`src/logic/ucdc_pkg.sv`:
```
// Purpose: shared constants for the usb charger detection control block
// Assumes: one clock domain, asynchronous active-low reset
// Notes: bit positions index the synchroniser and event vectors
package ucdc_pkg;
    // positions in the synchronised analog vector
    localparam int SYNC_DP = 0;
    localparam int SYNC_DM = 1;
    localparam int SYNC_CHG = 2;
    localparam int SYNC_DCP = 3;
    localparam int SYNC_DPH = 4;
    localparam int SYNC_DMH = 5;
    localparam int SYNC_VBUS = 6;
    localparam int SYNC_WIDTH = 7;
    // positions in the event-capable status vector
    localparam int ST_DP = 0;
    localparam int ST_DM = 1;
    localparam int ST_CHG = 2;
    localparam int ST_DCP = 3;
    localparam int ST_WIDTH = 4;
    // values after reset
    localparam logic CTRL_RST = 1'h0;
    localparam logic STAT_RST = 1'h0;
    localparam logic [ST_WIDTH-1:0] STVEC_RST = 4'h0;
    // flip-flops from analog pin to status output
    localparam int SYNC_STAGES = 2;
    localparam int STATUS_LATENCY = 3;
endpackage

```
`src/logic/ucdc_stat_if.sv`:
```
// Purpose: carries event-capable status bits between control and event logic
// Assumes: all signals on the core clock
// Notes: event_flag is driven by a flip-flop inside the event module
`timescale 1ns/10ps
interface ucdc_stat_if #(parameter int W = 4);
    logic [W-1:0] status;
    logic [W-1:0] enable;
    logic read_clr;
    logic event_flag;
    modport ctrl (output status, output enable, output read_clr,
                  input event_flag);
    modport evt (input status, input enable, input read_clr,
                 output event_flag);
endinterface

```
`src/logic/ucdc_sync.sv`:
```
// Purpose: two-flop synchroniser for asynchronous comparator outputs
// Assumes: each bit is an independent level, no bus coherency needed
// Notes: first stage is read only by the second stage
`timescale 1ns/10ps
module ucdc_sync #(
    parameter int W = 7
) (
    input wire logic clk,
    input wire logic rstn,
    input wire logic ce,
    input wire logic [W-1:0] async_in,
    output logic [W-1:0] sync_out
);
    logic [W-1:0] meta_q;
    logic [W-1:0] sync_q;

    // metastability filter, frozen with the clock enable
    always_ff @(posedge clk or negedge rstn) begin
        if (!rstn) begin
            meta_q <= '0;
            sync_q <= '0;
        end else if (ce) begin
            meta_q <= async_in;
            sync_q <= meta_q;
        end
    end

    assign sync_out = sync_q;
endmodule

```
`src/logic/ucdc_event.sv`:
```
// Purpose: change detection and sticky charger event flag
// Assumes: status bits already synchronised and registered
// Notes: a change set wins over a read clear in the same cycle
`timescale 1ns/10ps
module ucdc_event
    import ucdc_pkg::*;
(
    input wire logic clk,
    input wire logic rstn,
    input wire logic ce,
    ucdc_stat_if.evt bus
);
    logic [ST_WIDTH-1:0] prev_q;
    logic set_evt;

    // a bit that differs from last cycle and is enabled is an event
    assign set_evt = |((bus.status ^ prev_q) & bus.enable);

    // previous status; reset matches the status reset so no false event
    always_ff @(posedge clk or negedge rstn) begin
        if (!rstn) begin
            prev_q <= STVEC_RST;
        end else if (ce) begin
            prev_q <= bus.status;
        end
    end

    // sticky flag, set has priority over the read clear
    always_ff @(posedge clk or negedge rstn) begin
        if (!rstn) begin
            bus.event_flag <= STAT_RST;
        end else if (ce) begin
            if (set_evt) begin
                bus.event_flag <= 1'h1;
            end else if (bus.read_clr) begin
                bus.event_flag <= 1'h0;
            end
        end
    end
endmodule

```
`src/logic/ucdc_ctrl.sv`:
```
// Purpose: usb battery charger detection switch control and status
// Assumes: control bits and read strobe come from core-clock logic,
//          analog comparator outputs are asynchronous to the core clock
// Notes: detection timing and debounce are left to software
`timescale 1ns/10ps
// Function
// - separate bits connect the 0.6 V source to D+ and to D-.
// - separate bits connect the 100 uA sink to D+ and to D-.
// - both data-line sinks are never closed together, whatever software sets.
// - one bit enables the D+ contact source and D- pull-down together.
// - two status bits give the Schmitt levels of D- and D+.
// - charger port flag follows the D- mid-band comparator.
// - dedicated charger flag follows the D+ mid-band comparator.
// - bus power status reads 0 once VBUS has gone and discharged.
// - with contact source on, D+ level shows 1 open, 0 on contact.
// - primary detection uses D+ source and D- sink, read charger flag.
// - secondary detection uses D- source and D+ sink, read dedicated flag.
// - detection works by polling and also raises a usb interrupt.
// - an enabled change in status bits 3 to 0 sets the event flag.
// - reading status clears the event flag; a set in that cycle wins.
// - insertion of bus power pulses the keyscan interrupt line.
// - second level bits per line read 1 above 2.5 V, 0 below 2.3 V.
module ucdc_ctrl
    import ucdc_pkg::*;
(
    input wire logic CORE_CLK,
    input wire logic RSTN,
    input wire logic CORE_CE,
    input wire logic DPLUS_VSRC_EN,
    input wire logic DMINUS_VSRC_EN,
    input wire logic DPLUS_ISINK_EN,
    input wire logic DMINUS_ISINK_EN,
    input wire logic CONTACT_ISRC_EN,
    input wire logic [3:0] CHARGER_EVENT_ENABLE,
    input wire logic STATUS_READ,
    input wire logic DPLUS_SCHMITT_IN,
    input wire logic DMINUS_SCHMITT_IN,
    input wire logic CHARGER_COMPARATOR,
    input wire logic DEDICATED_COMPARATOR,
    input wire logic DPLUS_HIGH_IN,
    input wire logic DMINUS_HIGH_IN,
    input wire logic BUS_POWER_IN,
    output logic DPLUS_VSRC_ON,
    output logic DMINUS_VSRC_ON,
    output logic DPLUS_ISINK_ON,
    output logic DMINUS_ISINK_ON,
    output logic CONTACT_ISRC_ON,
    output logic DMINUS_PULLDN_ON,
    output logic DPLUS_LEVEL,
    output logic DMINUS_LEVEL,
    output logic CHARGER_PORT_FLAG,
    output logic DEDICATED_CHARGER_FLAG,
    output logic DPLUS_HIGH_LEVEL,
    output logic DMINUS_HIGH_LEVEL,
    output logic BUS_POWER_PRESENT,
    output logic CHARGER_EVENT_FLAG,
    output logic KEYSCAN_IRQ
);
    logic [SYNC_WIDTH-1:0] raw_in;
    logic [SYNC_WIDTH-1:0] sync_lvl;
    logic dplus_vsrc_q;
    logic dminus_vsrc_q;
    logic dplus_isink_q;
    logic dplus_isink_d;
    logic dminus_isink_q;
    logic dminus_isink_d;
    logic contact_isrc_q;
    logic dminus_pulldn_q;
    logic dplus_level_q;
    logic dminus_level_q;
    logic charger_port_q;
    logic dedicated_q;
    logic dplus_high_q;
    logic dminus_high_q;
    logic bus_power_q;
    logic keyscan_q;

    ucdc_stat_if #(.W(ST_WIDTH)) stat_bus ();

    // gather asynchronous analog outputs in one vector
    assign raw_in[SYNC_DP] = DPLUS_SCHMITT_IN;
    assign raw_in[SYNC_DM] = DMINUS_SCHMITT_IN;
    assign raw_in[SYNC_CHG] = CHARGER_COMPARATOR;
    assign raw_in[SYNC_DCP] = DEDICATED_COMPARATOR;
    assign raw_in[SYNC_DPH] = DPLUS_HIGH_IN;
    assign raw_in[SYNC_DMH] = DMINUS_HIGH_IN;
    assign raw_in[SYNC_VBUS] = BUS_POWER_IN;

    // every analog level is resynchronised before anyone looks at it
    ucdc_sync #(.W(SYNC_WIDTH)) u_sync (
        .clk(CORE_CLK),
        .rstn(RSTN),
        .ce(CORE_CE),
        .async_in(raw_in),
        .sync_out(sync_lvl)
    );

    // voltage source switches, one bit per data line
    always_ff @(posedge CORE_CLK or negedge RSTN) begin
        if (!RSTN) begin
            dplus_vsrc_q <= CTRL_RST;
            dminus_vsrc_q <= CTRL_RST;
        end else if (CORE_CE) begin
            dplus_vsrc_q <= DPLUS_VSRC_EN;
            dminus_vsrc_q <= DMINUS_VSRC_EN;
        end
    end

    // a sink may close only when software asks for it alone and the
    // other sink is already open; this gives break-before-make too,
    // so a swap costs one cycle with both open rather than any overlap
    always_comb begin
        dplus_isink_d = DPLUS_ISINK_EN && !DMINUS_ISINK_EN
                        && !dminus_isink_q;
        dminus_isink_d = DMINUS_ISINK_EN && !DPLUS_ISINK_EN
                         && !dplus_isink_q;
    end

    // current sink switches
    always_ff @(posedge CORE_CLK or negedge RSTN) begin
        if (!RSTN) begin
            dplus_isink_q <= CTRL_RST;
            dminus_isink_q <= CTRL_RST;
        end else if (CORE_CE) begin
            dplus_isink_q <= dplus_isink_d;
            dminus_isink_q <= dminus_isink_d;
        end
    end

    // contact detect source and D- pull-down share a single bit
    always_ff @(posedge CORE_CLK or negedge RSTN) begin
        if (!RSTN) begin
            contact_isrc_q <= CTRL_RST;
            dminus_pulldn_q <= CTRL_RST;
        end else if (CORE_CE) begin
            contact_isrc_q <= CONTACT_ISRC_EN;
            dminus_pulldn_q <= CONTACT_ISRC_EN;
        end
    end

    // registered status levels; software polls these directly
    always_ff @(posedge CORE_CLK or negedge RSTN) begin
        if (!RSTN) begin
            dplus_level_q <= STAT_RST;
            dminus_level_q <= STAT_RST;
            charger_port_q <= STAT_RST;
            dedicated_q <= STAT_RST;
        end else if (CORE_CE) begin
            dplus_level_q <= sync_lvl[SYNC_DP];
            dminus_level_q <= sync_lvl[SYNC_DM];
            charger_port_q <= sync_lvl[SYNC_CHG];
            dedicated_q <= sync_lvl[SYNC_DCP];
        end
    end

    // second threshold pair for proprietary chargers, no event source
    always_ff @(posedge CORE_CLK or negedge RSTN) begin
        if (!RSTN) begin
            dplus_high_q <= STAT_RST;
            dminus_high_q <= STAT_RST;
        end else if (CORE_CE) begin
            dplus_high_q <= sync_lvl[SYNC_DPH];
            dminus_high_q <= sync_lvl[SYNC_DMH];
        end
    end

    // bus power presence and a one-cycle pulse on its rising edge
    always_ff @(posedge CORE_CLK or negedge RSTN) begin
        if (!RSTN) begin
            bus_power_q <= STAT_RST;
            keyscan_q <= STAT_RST;
        end else if (CORE_CE) begin
            bus_power_q <= sync_lvl[SYNC_VBUS];
            keyscan_q <= sync_lvl[SYNC_VBUS] && !bus_power_q;
        end
    end

    // event-capable bits 3 to 0 and their enables go to the event logic
    assign stat_bus.status[ST_DP] = dplus_level_q;
    assign stat_bus.status[ST_DM] = dminus_level_q;
    assign stat_bus.status[ST_CHG] = charger_port_q;
    assign stat_bus.status[ST_DCP] = dedicated_q;
    assign stat_bus.enable = CHARGER_EVENT_ENABLE;
    assign stat_bus.read_clr = STATUS_READ;

    // sticky event flag; it doubles as the usb interrupt request
    ucdc_event u_event (
        .clk(CORE_CLK),
        .rstn(RSTN),
        .ce(CORE_CE),
        .bus(stat_bus.evt)
    );

    // outputs straight from flip-flops
    assign DPLUS_VSRC_ON = dplus_vsrc_q;
    assign DMINUS_VSRC_ON = dminus_vsrc_q;
    assign DPLUS_ISINK_ON = dplus_isink_q;
    assign DMINUS_ISINK_ON = dminus_isink_q;
    assign CONTACT_ISRC_ON = contact_isrc_q;
    assign DMINUS_PULLDN_ON = dminus_pulldn_q;
    assign DPLUS_LEVEL = dplus_level_q;
    assign DMINUS_LEVEL = dminus_level_q;
    assign CHARGER_PORT_FLAG = charger_port_q;
    assign DEDICATED_CHARGER_FLAG = dedicated_q;
    assign DPLUS_HIGH_LEVEL = dplus_high_q;
    assign DMINUS_HIGH_LEVEL = dminus_high_q;
    assign BUS_POWER_PRESENT = bus_power_q;
    assign CHARGER_EVENT_FLAG = stat_bus.event_flag;
    assign KEYSCAN_IRQ = keyscan_q;
endmodule

```
`config.mk`:
```
export PLATFORM = sky130hd
export DESIGN_NAME = ucdc_ctrl
export DESIGN_NICKNAME = d
export VERILOG_FILES = /design/src/logic/ucdc_pkg.sv /design/src/logic/ucdc_stat_if.sv /design/src/logic/ucdc_sync.sv /design/src/logic/ucdc_event.sv /design/src/logic/ucdc_ctrl.sv
export SDC_FILE = /design/constraint.sdc
export NUM_CORES = 1
export LEC_CHECK = 0
export ABC_AREA = 1
export ABC_CLOCK_PERIOD_IN_PS = 2400
export BUFFER_PORTS_ARGS = -buffer_cell sky130_fd_sc_hd__clkbuf_2
export CORE_MARGIN = 2
export CORE_UTILIZATION = 54
export DETAILED_ROUTE_END_ITERATION = 8
export PLACE_DENSITY = 0.8
export SLEW_MARGIN = 20
export SYNTH_ARGS = -nofsm -noshare
export SYNTH_HDL_FRONTEND = slang
export SYNTH_SLANG_ARGS = --single-unit
```
`constraint.sdc`:
```
create_clock -name CORE_CLK -period 2.4 [get_ports CORE_CLK]
set_input_delay 0 -clock CORE_CLK [delete_from_list [all_inputs] [get_ports CORE_CLK]]
set_output_delay 0 -clock CORE_CLK [all_outputs]
set_load 0.02 [all_outputs]
```
Yosys cells after proc, flatten, opt, wreduce, memory -nomap -nowiden
Cells that the tools add are included.

word-level totals
  bits of input ports = 20
  output and inout port bits = 15
  word-level logic and storage cells = 34
  bits in registers = 32

operators by class
  reductions and logical operators = 13
  mux-type cells = 2
  bitwise logic cells = 2

operators with widths
  kind                 count
  logical AND 1 bit    5
  zero test 1 bit      5
  AND 4 bit            1
  OR reduction 4 bit   1
  XOR 4 bit            1
  two-way mux 1 bit    2
  AND reduction 2 bit  1
  nonzero test 2 bit   1

Depth between registers and ports, before layout
Gate-level depths: netlist of run 1.

  word-level depth = 5
  mapped depth = 8
  mapped depth without buffers = 8

Cells and area by module
Synthesis of run 1 repeated with hierarchy kept, for this count alone.

unflattened totals
  cells, all modules = 158
  area, all modules = 1,351.3 µm²

by module, submodules not included
  module      times used  seq. area each (µm²)  area each (µm²)  cells an instance
  ucdc_ctrl   1           325.3                 536.8            61
  ucdc_sync   1           350.3                 530.5            59
  ucdc_event  1           125.1                 284.0            38

Worst setup path after synthesis of run 1
Ideal clock, no wire load.

  path type = reg2reg
  start point = register dplus_level_q (netlist: DPLUS_LEVEL)
  end point = register u_event.bus.event_flag
  buffers on the path = 0
  setup time = 0.116 ns
  stages on the path, launching flop included = 8
  data arrival time = 0.857 ns
  period minus slack after synthesis = 0.974 ns
  data required time = 2.284 ns
  path slack = 1.426 ns
  cells stage by stage = dfrtp_1 > nand2_1 > nand2_1 > nor2_1 > nor2_1 > nand2_1 > nand2_1 > nand2_1

between the ends
  word-level cells in the longest chain between the ends = 5
  elaborated cells between the ends (all ways) = 6
  those cells by class = mux: 1; bitwise: 2; reduce/logical: 3

ends and longest elaborated chain
  item                           line                text
  start, declared                ucdc_ctrl.sv:69     logic dplus_level_q;
  start signal, assigned         ucdc_ctrl.sv:149    dplus_level_q <= sync_lvl[SYNC_DP];
  XOR 4 bit (*)                  ucdc_event.sv:17    assign set_evt = |((bus.status ^ prev_q) & bus.enable);
  AND 4 bit (*)                  ucdc_event.sv:17
  OR reduction 4 bit (*)         ucdc_event.sv:17
  nonzero test 2 bit (no line)   --
  AND reduction 2 bit (no line)  --
  end signal, assigned           ucdc_event.sv:31    bus.event_flag <= STAT_RST;
  end signal, assigned           ucdc_event.sv:34    bus.event_flag <= 1'h1;
  end signal, assigned           ucdc_event.sv:36    bus.event_flag <= 1'h0;
  end, declared                  ucdc_stat_if.sv:13  output event_flag);

Every way passes the cells marked *; elsewhere a longest branch is shown, timed or not.
A chain may end at the register's enable or synchronous reset.

Final worst setup path of run 1
  start point = register dminus_isink_q (netlist: DMINUS_ISINK_ON)
  end point = register dplus_isink_q (netlist: DPLUS_ISINK_ON)

between the ends
  word-level cells in the longest chain between the ends = 2

ends and longest elaborated chain
  item                    line              text
  start, declared         ucdc_ctrl.sv:65   logic dminus_isink_q;
  start signal, assigned  ucdc_ctrl.sv:126  dminus_isink_q <= dminus_isink_d;
  zero test 1 bit         ucdc_ctrl.sv:114  && !dminus_isink_q;
  logical AND 1 bit       ucdc_ctrl.sv:114
  end signal, assigned    ucdc_ctrl.sv:125  dplus_isink_q <= dplus_isink_d;
  end, declared           ucdc_ctrl.sv:63   logic dplus_isink_q;

Every way passes these cells.

==> results of run 1 <==
-- what timing repair did --
action                                  in CTS  in global routing
hold buffers                                15                  0
endpoints found under the hold margin       45                  0
endpoints found under the setup margin       0                  0
-- kinds of logic (layout without fill, tap and decap cells) --
logic type      after synthesis  in the layout  share of synthesized area [%]
flops                        32             32                           61.1
compound gates               21             21                           8.88
simple gates                 72             72                           21.0
buf+inv                      23             74                           8.98
-- layout make-up --
type | count | area share, %
sequential | 32 | 47.8
multi-input combinational | 93 | 23.4
timing repair buffer | 50 | 19.6
inverter | 16 | 3.59
clock buffer | 8 | 3.51
tap | 28 | 2.09
-- cells in the mapped netlist --
| cell | count |
|---|---|
| o32ai_2 | 1 |
| o21ai_1 | 4 |
| dfrtp_1 | 32 |
| inv_1 | 16 |
| nand4_1 | 1 |
| buf_2 | 1 |
| buf_4 | 4 |
| nand3_1 | 2 |
| nand2_1 | 64 |
| buf_6 | 2 |
| nor2_1 | 5 |
| o21ai_0 | 16 |
-- power groups by stage --
stage          sequential (W)  clock (W)  combinational (W)
2_1_floorplan        0.000675          0          0.0000942
3_3_place_gp         0.000643          0           0.000187
3_5_place_dp         0.000647          0           0.000194
4_1_cts              0.000637   0.000320           0.000214
5_1_grt              0.000644   0.000348           0.000242
6_report             0.000638   0.000312           0.000212
-- stage by stage --
step | hold slack (ns) | cells | setup WS [ns]
floorplan | -0.296 | 148 | 1.43
global placement | 0.0956 | 204 | 1.28
detailed placement | 0.104 | 204 | 1.18
CTS | 0.0584 | 227 | 1.05
global route | 0.132 | 227 | 0.918
finish | 0.0649 | 227 | 1.02
-- worst max-delay path by stage --
stage,to,depth (start not counted)
final,DPLUS_ISINK_ON,4
after global routing,DPLUS_ISINK_ON,4
after CTS,DPLUS_ISINK_ON,4
after detailed placement,u_sync.sync_out[3],4
after global placement,u_sync.sync_out[0],4
after floorplan,u_event.bus.event_flag,7
-- layer usage --
layer | vias up | GRT usage [%] | part of all wire, %
li1 | 552 | - | -
met1 | 504 | 23.5 | 43
met2 | 28 | 34.0 | 51
met3 | 2 | 7.63 | 5.2
met4 | 0 | 7.69 | 1.0
met5 | - | 0 | 0
-- worst register-to-register path, cell delays in order, from the launching register on --
cell and delay, ns:
dfrtp_1 0.39, inv_1 0.07, nand2_1 0.06, o32ai_2 0.21, dlygate4sd3_1 0.59
==> flow_metrics.py, run 1 <==
metrics = {
    "final_layout": {
        "nets": 218,
        "nFillCells": 188,
        "final_common_cell": "nand2_1",
        "layout_common_cells": "nand2_1 (64), clkbuf_2 (34), dfrtp_1 (32), inv_1 (16), o21ai_0 (16)",
        "multi_input_area_sq_um": 392,
        "fin_area_sq_um": 1670,
        "seq_area_sq_um": 801,
        "area_growth_pct": 27.8,
        "drive_above_1_share_pct": 21.1,
        "n_antenna_cell": 0,
        "final_util_pct": 74.3,
    },
    "power_and_ir_drop": {
        "pwr-share-comb_pct": 18.3,
        "p_seq_share_pct": 54.9,
        "p_clk_share_pct": 26.8,
        "power.switching_w": 0.000334,
        "p_leak_nw": 0.913,
        "p_total_w": 0.00116,
        "peakVddDrop_mv": 0.578,
        "swShare_pct": 28.7,
        "power_density_nw_per_um2": 694,
        "power.internal_w": 0.000828,
    },
    "cts": {
        "cts_tree": "done",
        "clock-sinks": 32,
        "clockBufferDepth": 2,
        "cts-htree-levels": 2,
        "cts-root-buf": "clkbuf_4",
        "insertion_delay_ns": 0.32,
        "ctsResizeCount": 0,
        "post-cts-setup-buffers": 0,
        "cts_buffers": 5,
        "clkTransAtPathRegs_ns": 0.10,
    },
    "detailed_routing": {
        "viasPerCell": 4.78,
        "drcViolationCount": 0,
        "drt_wl_total_mm": 2.48,
        "drtPass1Iterations": 4,
        "vias": 1086,
        "antenna_left": 0,
        "first_iter_violations": 14,
        "wire_per_inst_microns": 10.9,
    },
    "logic_synthesis": {
        "synth_top_area_cell": "dfrtp_1",
        "syn_nets": 168,
        "synth_area_leaders": "dfrtp_1 (61%), nand2_1 (18%), o21ai_0 (6.1%)",
        "syn_area_sq_um": 1310,
        "yosys_warnings": 0,
        "yosysUniqueCellTypes": 12,
        "yosysTopAreaCellShare_pct": 61.1,
        "synthCells": 148,
        "ys_seq_area_share_pct": 61.1,
        "syn_area_per_cell_sq_um": 8.85,
        "ys_seq_elements": 32,
    },
    "worst_setup_path": {
        "cp-startpoint": "DMINUS_ISINK_ON",
        "r2r_end": "DPLUS_ISINK_ON",
        "ff2ff_path_depth": 4,
        "crit_path_cell_trace": "inv_1 -> nand2_1 -> o32ai_2 -> dlygate4sd3_1",
        "cpLargestDelayFamily": "buffers and inverters",
        "criticalPathCategory": "flip-flop to flip-flop",
        "crit_fanout": 2,
        "crit_buf_inv": 2,
        "crit_slowest_cell": "dlygate4sd3_1",
        "end_kind": "flip-flop",
        "worstReg2RegStart": "DMINUS_ISINK_ON",
        "worstPathArrival_ns": 1.63,
        "max_stage_delay_ns": 0.58,
        "worstPathRequired_ns": 2.66,
        "rrSetupSlack_ns": 1.02,
        "start_kind": "flip-flop",
    },
    "die": {
        "core_sq_um": 2250,
        "die_h_microns": 53.3,
        "ios": 35,
        "rows": 17,
        "die_area_sq_um": 2840,
        "start_util_pct": 58.1,
        "die_w_microns": 53.3,
    },
    "grt": {
        "grt_max_degree": 40,
        "grt_use_total_pct": 20.3,
        "grt_pass1_wl_mm": 4.04,
        "first_global_vias": 1000,
        "grt_overflow": 0,
        "antenna_found_initial": 0,
    },
    "outcome": {
        "outcome": "finished clean",
    },
    "timing": {
        "final.setup.tns_ns": 0,
        "rsz0062_at_grt": "false",
        "maxSlewViolCount": 0,
        "slew-limit-headroom_pct": 50.6,
        "worst_pin_slew_ns": 0.741,
        "hold_viol_final": 0,
        "fin_crit_ns": 1.38,
        "fmax_mhz": 726,
        "setup-violations-final": 0,
        "period_share_pct": 57.4,
        "skew_ns": 0.00678,
    },
    "place": {
        "port_buffers": 34,
        "place_area_sq_um": 1470,
        "hpwl_mm": 1.60,
        "gp_congestion": 0.742,
    },
    "flow_run": {
        "cap_violations": 0,
    },
    "hold_path": {
        "min_path_type": "primary input to flip-flop",
        "min-delay-start": "CHARGER_EVENT_ENABLE[2]",
        "worstHoldPathCells": 7,
        "min_to": "u_event.bus.event_flag",
    },
}
Note: power is estimated with default switching activity, not from simulation.
==> run 2, diff against run 1 <==
- ABC_CLOCK_PERIOD_IN_PS: 2400 -> 1300
- CORE_UTILIZATION: 54 -> 50
- PLACE_DENSITY: 0.8 -> 0.74
- clock period: 2.4 -> 1.3 ns (I/O delays scaled with it)
==> run 2 against run 1 <==
Effect of this change: via count down 1.8%; largest cell class unchanged; sequential cell count is the same; first-iteration DRC count grew 14%; largest power group unchanged; highest routed layer unchanged; die area up 7.4%.
==> flow_metrics.py, run 2 (synthesized netlist as in run 1, its figures left out) <==
metrics = {
    "outcome": {
        "outcome": "finished clean",
    },
    "final_layout": {
        "multi_input_area_sq_um": 392,
        "drive_above_1_share_pct": 23.4,
        "area_growth_pct": 30.0,
        "n_antenna_cell": 0,
        "final_util_pct": 68.7,
        "nFillCells": 220,
        "layout_common_cells": "nand2_1 (64), clkbuf_2 (34), dfrtp_1 (32), inv_1 (16), o21ai_0 (16)",
        "seq_area_sq_um": 801,
        "fin_area_sq_um": 1700,
        "final_common_cell": "nand2_1",
        "nets": 221,
    },
    "detailed_routing": {
        "vias": 1066,
        "first_iter_violations": 16,
        "wire_per_inst_microns": 10.7,
        "antenna_left": 0,
        "drt_wl_total_mm": 2.48,
        "viasPerCell": 4.61,
        "drtPass1Iterations": 4,
        "drcViolationCount": 0,
    },
    "cts": {
        "clockBufferDepth": 2,
        "cts-htree-levels": 2,
        "cts-root-buf": "clkbuf_4",
        "clock-sinks": 32,
        "cts_tree": "done",
        "cts_buffers": 5,
        "insertion_delay_ns": 0.33,
        "clkTransAtPathRegs_ns": 0.09,
    },
    "timing": {
        "period_share_pct": 73.4,
        "hold_viol_final": 0,
        "fin_crit_ns": 0.954,
        "fin_hold_ws_ns": 0.0778,
        "worst_pin_slew_ns": 0.320,
        "skew_ns": 0.00317,
        "slew-limit-headroom_pct": 78.7,
        "setup_ws_ns": 0.346,
        "rsz0062_at_grt": "false",
        "maxSlewViolCount": 0,
        "setup-violations-final": 0,
        "final.setup.tns_ns": 0,
        "fmax_mhz": 1050,
    },
    "die": {
        "die_area_sq_um": 3050,
        "start_util_pct": 52.9,
        "die_w_microns": 55.2,
        "rows": 18,
        "ios": 35,
        "core_sq_um": 2480,
        "die_h_microns": 55.2,
    },
    "worst_setup_path": {
        "worstPathArrival_ns": 1.18,
        "criticalPathCategory": "flip-flop to flip-flop",
        "rrSetupSlack_ns": 0.35,
        "crit_fanout": 4,
        "worstPathRequired_ns": 1.53,
        "start_kind": "flip-flop",
        "end_kind": "flip-flop",
    },
    "grt": {
        "grt_use_total_pct": 19.7,
        "first_global_vias": 943,
        "grt_pass1_wl_mm": 3.96,
        "grt_overflow": 0,
        "antenna_found_initial": 0,
        "grt_max_degree": 26,
    },
    "power_and_ir_drop": {
        "p_seq_share_pct": 53.6,
        "p_clk_share_pct": 28.2,
        "peakVddDrop_mv": 0.824,
        "p_leak_nw": 0.931,
        "pwr-share-comb_pct": 18.2,
        "power.internal_w": 0.00157,
        "swShare_pct": 28.0,
        "power.switching_w": 0.000612,
        "power_density_nw_per_um2": 1280,
    },
    "place": {
        "port_buffers": 34,
        "post-place-ws_ns": 0.364,
        "place_area_sq_um": 1500,
        "hpwl_mm": 1.66,
        "gp_congestion": 0.682,
    },
    "hold_path": {
        "min_path_type": "primary input to asynchronous set/reset pin",
    },
    "flow_run": {
        "cap_violations": 0,
    },
}
run 2: cell count changes in the layout (fill, tap and decap cells not counted), sizes merged:
| cell | before | now |
|---|---|---|
| buf | 1 | 5 |
| clkbuf | 42 | 41 |
| dlygate4sd3 | 15 | 14 |
run 2: power by group through the flow:
| stage | sequential [W] | clock (W) | combinational, W |
|---|---|---|---|
| after floorplan | 0.00125 | 0 | 0.000174 |
| after global placement | 0.00118 | 0 | 0.000358 |
| after detailed placement | 0.00119 | 0 | 0.000369 |
| after CTS | 0.00117 | 0.000647 | 0.000403 |
| after global routing | 0.00119 | 0.000686 | 0.000458 |
| final | 0.00117 | 0.000617 | 0.000398 |
run 2: final timing paths:
kind / from / endpoint / cells after the start
min: RSTN / DPLUS_LEVEL / 2
max: DEDICATED_CHARGER_FLAG / u_event.bus.event_flag / 8
min reg2reg: DMINUS_HIGH_LEVEL / DMINUS_HIGH_LEVEL / 2
min in group CORE_CLK: CHARGER_EVENT_ENABLE[2] / u_event.bus.event_flag / 7
max reg2reg: DEDICATED_CHARGER_FLAG / u_event.bus.event_flag / 8
max in group asynchronous: RSTN / u_sync.meta_q[2] / 3
run 2: repair_timing:
item                                   in CTS  in global routing
resized for setup                           0                  0
setup endpoints to repair                   0                  0
setup buffers                               0                  0
endpoints found under the hold margin      45                  0
hold buffers                               14                  0
run 2: routing by layer:
metal  up-vias  track usage (%)  share of wire (%)
met3         7             8.06                5.4
met4         0             8.54                2.3
met5         -                0                  0
met1       469             23.1                 47
met2        29             31.7                 46
li1        561                -                  -
run 2: critical path: stages (launching register included):
cell,delay (ns)
dfrtp_1,0.41
inv_1,0.07
nand2_1,0.05
nand3_1,0.07
nand2_1,0.06
inv_1,0.05
nand2_1,0.04
nand2_1,0.05
nand2_1,0.04
run 2: final cells by class:
cell class              instances  area share, %
flip-flops and latches         32           47.0
repair buffers                 53           20.4
multi-input cells              93           23.0
well taps                      30           2.20
inverters                      16           3.53
clock buffers                   7           3.82
run 2: metrics by stage:
stage                     cells  power (W)
after floorplan             148    0.00142
after CTS                   231    0.00222
after detailed placement    210    0.00156
final                       231    0.00219
after global routing        231    0.00233
after global placement      210    0.00154
==> run 3, diff against run 2 <==
- ABC_CLOCK_PERIOD_IN_PS: 1300 -> 880
- clock period: 1.3 -> 0.88 ns (I/O delays scaled with it)
==> run 3 against run 2 <==
Effect of this change: the flow now finishes with violations (setup timing); sequential share of layout area is 5.5 points lower; maximum frequency is 5.4% lower; sequential power is 50% higher; clock skew hardly changed; utilization is 9.6 points higher; worst setup slack worse by 0.47 ns; non-clock buffer count is 13 higher; die area stayed put; global-route usage is 1.6 points higher; first-iteration DRC count is 44% lower; critical path depth is 1 higher; count of clock-buffer cells in the layout is 1 higher; critical endpoint unchanged; largest cell class unchanged.
==> flow_metrics.py, run 3 (synthesized netlist as in run 1, its figures left out) <==
metrics = {
    "detailed_routing": {
        "antenna_left": 0,
        "viasPerCell": 4.75,
        "wire_per_inst_microns": 12.3,
        "vias": 1164,
        "drtPass1Iterations": 4,
        "drt_wl_total_mm": 3.02,
        "first_iter_violations": 9,
        "drcViolationCount": 0,
    },
    "worst_setup_path": {
        "worstPathArrival_ns": 1.23,
        "crit_fanout": 2,
        "start_kind": "flip-flop",
        "rrSetupSlack_ns": -0.13,
        "worstReg2RegStart": "DEDICATED_CHARGER_FLAG",
        "r2r_end": "u_event.bus.event_flag",
        "cp-startpoint": "DEDICATED_CHARGER_FLAG",
        "end_kind": "flip-flop",
        "ff2ff_path_depth": 9,
        "worstPathRequired_ns": 1.10,
        "criticalPathCategory": "flip-flop to flip-flop",
    },
    "place": {
        "post-place-ws_ns": -0.0314,
        "hpwl_mm": 1.85,
        "dp_cells": 215,
        "gp_congestion": 0.668,
        "port_buffers": 34,
    },
    "die": {
        "rows": 18,
        "die_w_microns": 55.2,
        "ios": 35,
        "die_area_sq_um": 3050,
        "die_h_microns": 55.2,
        "core_sq_um": 2480,
        "start_util_pct": 52.9,
    },
    "timing": {
        "setup_ws_ns": -0.128,
        "slew-limit-headroom_pct": 74.0,
        "setup-violations-final": 5,
        "fin_crit_ns": 1.01,
        "maxSlewViolCount": 0,
        "worst_pin_slew_ns": 0.389,
        "skew_ns": 0.00331,
        "rsz0062_at_grt": "true",
        "hold_viol_final": 0,
        "final.setup.tns_ns": -0.597,
        "fmax_mhz": 992,
        "period_share_pct": 115,
    },
    "grt": {
        "antenna_found_initial": 0,
        "grt_pass1_wl_mm": 4.39,
        "first_global_vias": 1106,
        "grt_max_degree": 33,
        "grt_overflow": 0,
        "grt_use_total_pct": 21.3,
    },
    "hold_path": {
        "min-delay-start": "CHARGER_EVENT_ENABLE[3]",
        "worstHoldPathCells": 7,
        "min_to": "u_event.bus.event_flag",
        "min_path_type": "primary input to flip-flop",
    },
    "final_layout": {
        "final_common_cell": "nand2_1",
        "nets": 234,
        "layout_common_cells": "nand2_1 (61), dfrtp_1 (28), clkbuf_2 (19), o21ai_0 (16), buf_6 (16)",
        "final_cell_count_no_fill": 245,
        "nFillCells": 186,
        "n_antenna_cell": 0,
        "multi_input_area_sq_um": 399,
        "drive_above_1_share_pct": 31.6,
        "seq_area_sq_um": 806,
        "area_growth_pct": 48.1,
    },
    "flow_run": {
        "cap_violations": 0,
    },
    "power_and_ir_drop": {
        "p_total_w": 0.00348,
        "peakVddDrop_mv": 1.50,
        "p_leak_nw": 1.02,
        "power_density_nw_per_um2": 1790,
    },
    "outcome": {
        "failed_checks": "setup timing",
        "outcome": "finished with violations",
    },
    "cts": {
        "clockBufferDepth": 2,
        "cts_tree": "done",
        "insertion_delay_ns": 0.32,
        "clkTransAtPathRegs_ns": 0.09,
        "clock-sinks": 32,
        "cts_buffers": 5,
        "cts-htree-levels": 2,
        "cts-root-buf": "clkbuf_4",
    },
}
==> run 3: report_power, final <==
group	leakage (nW)	internal, W	switching (W)	total, W
clock network	0.0326	0.000394	0.000461	0.000855
logic	0.599	0.000459	0.000414	0.000873
registers	0.393	0.00164	0.000112	0.00175
total	1.02	0.00249	0.000986	0.00348
==> run 3: layout make-up <==
class | count | share of cell area [%]
Sequential cell | 32 | 41.5
Timing Repair Buffer | 66 | 29.9
Multi-Input combinational cell | 93 | 20.6
Inverter | 16 | 3.09
Clock buffer | 8 | 3.03
Tap cell | 30 | 1.93
==> run 3: worst max-delay path, cell delays in order (launching register included) <==
cell and delay [ns]:
dfrtp_2 0.42, buf_6 0.12, inv_2 0.04, nand2_1 0.04
nand3_1 0.06, nand2_1 0.06, inv_1 0.05, nand2_1 0.04
nand2_1 0.05, nand2_1 0.04
==> run 3: timing repair <==
item                                    4_1_cts  5_1_grt
pin swaps                                     1        4
hold endpoints to repair                     45        0
setup buffers                                 4        4
hold buffers                                 14        0
resized for setup                            12       40
endpoints found under the setup margin       11       20
==> run 3: routing by layer <==
| layer | up-vias | wire, microns | global-route usage (%) |
|---|---|---|---|
| met1 | 547 | 1220 | 20.8 |
| met4 | 0 | 33 | 11.0 |
| met5 | - | 0 | 0 |
| li1 | 582 | - | - |
| met3 | 5 | 148 | 7.26 |
| met2 | 30 | 1620 | 39.3 |
==> run 3: worst max path at each step <==
| stage | to | slack, ns |
|---|---|---|
| floorplan | u_event.bus.event_flag | -0.05 |
| global placement | u_event.bus.event_flag | -0.002 |
| detailed placement | u_event.bus.event_flag | -0.03 |
| CTS | DMINUS_LEVEL | -0.15 |
| global route | u_event.bus.event_flag | -0.21 |
| finish | u_event.bus.event_flag | -0.13 |
==> run 3: stage by stage <==
step	instance area [sq um]	hold slack [ns]	utilization, %
floorplan	1320	-0.296	-
global placement	1540	0.0342	62.2
detailed placement	1540	0.0432	62.2
CTS	1820	0.0650	73.6
global route	1940	0.110	78.3
finish	1940	0.0774	78.3
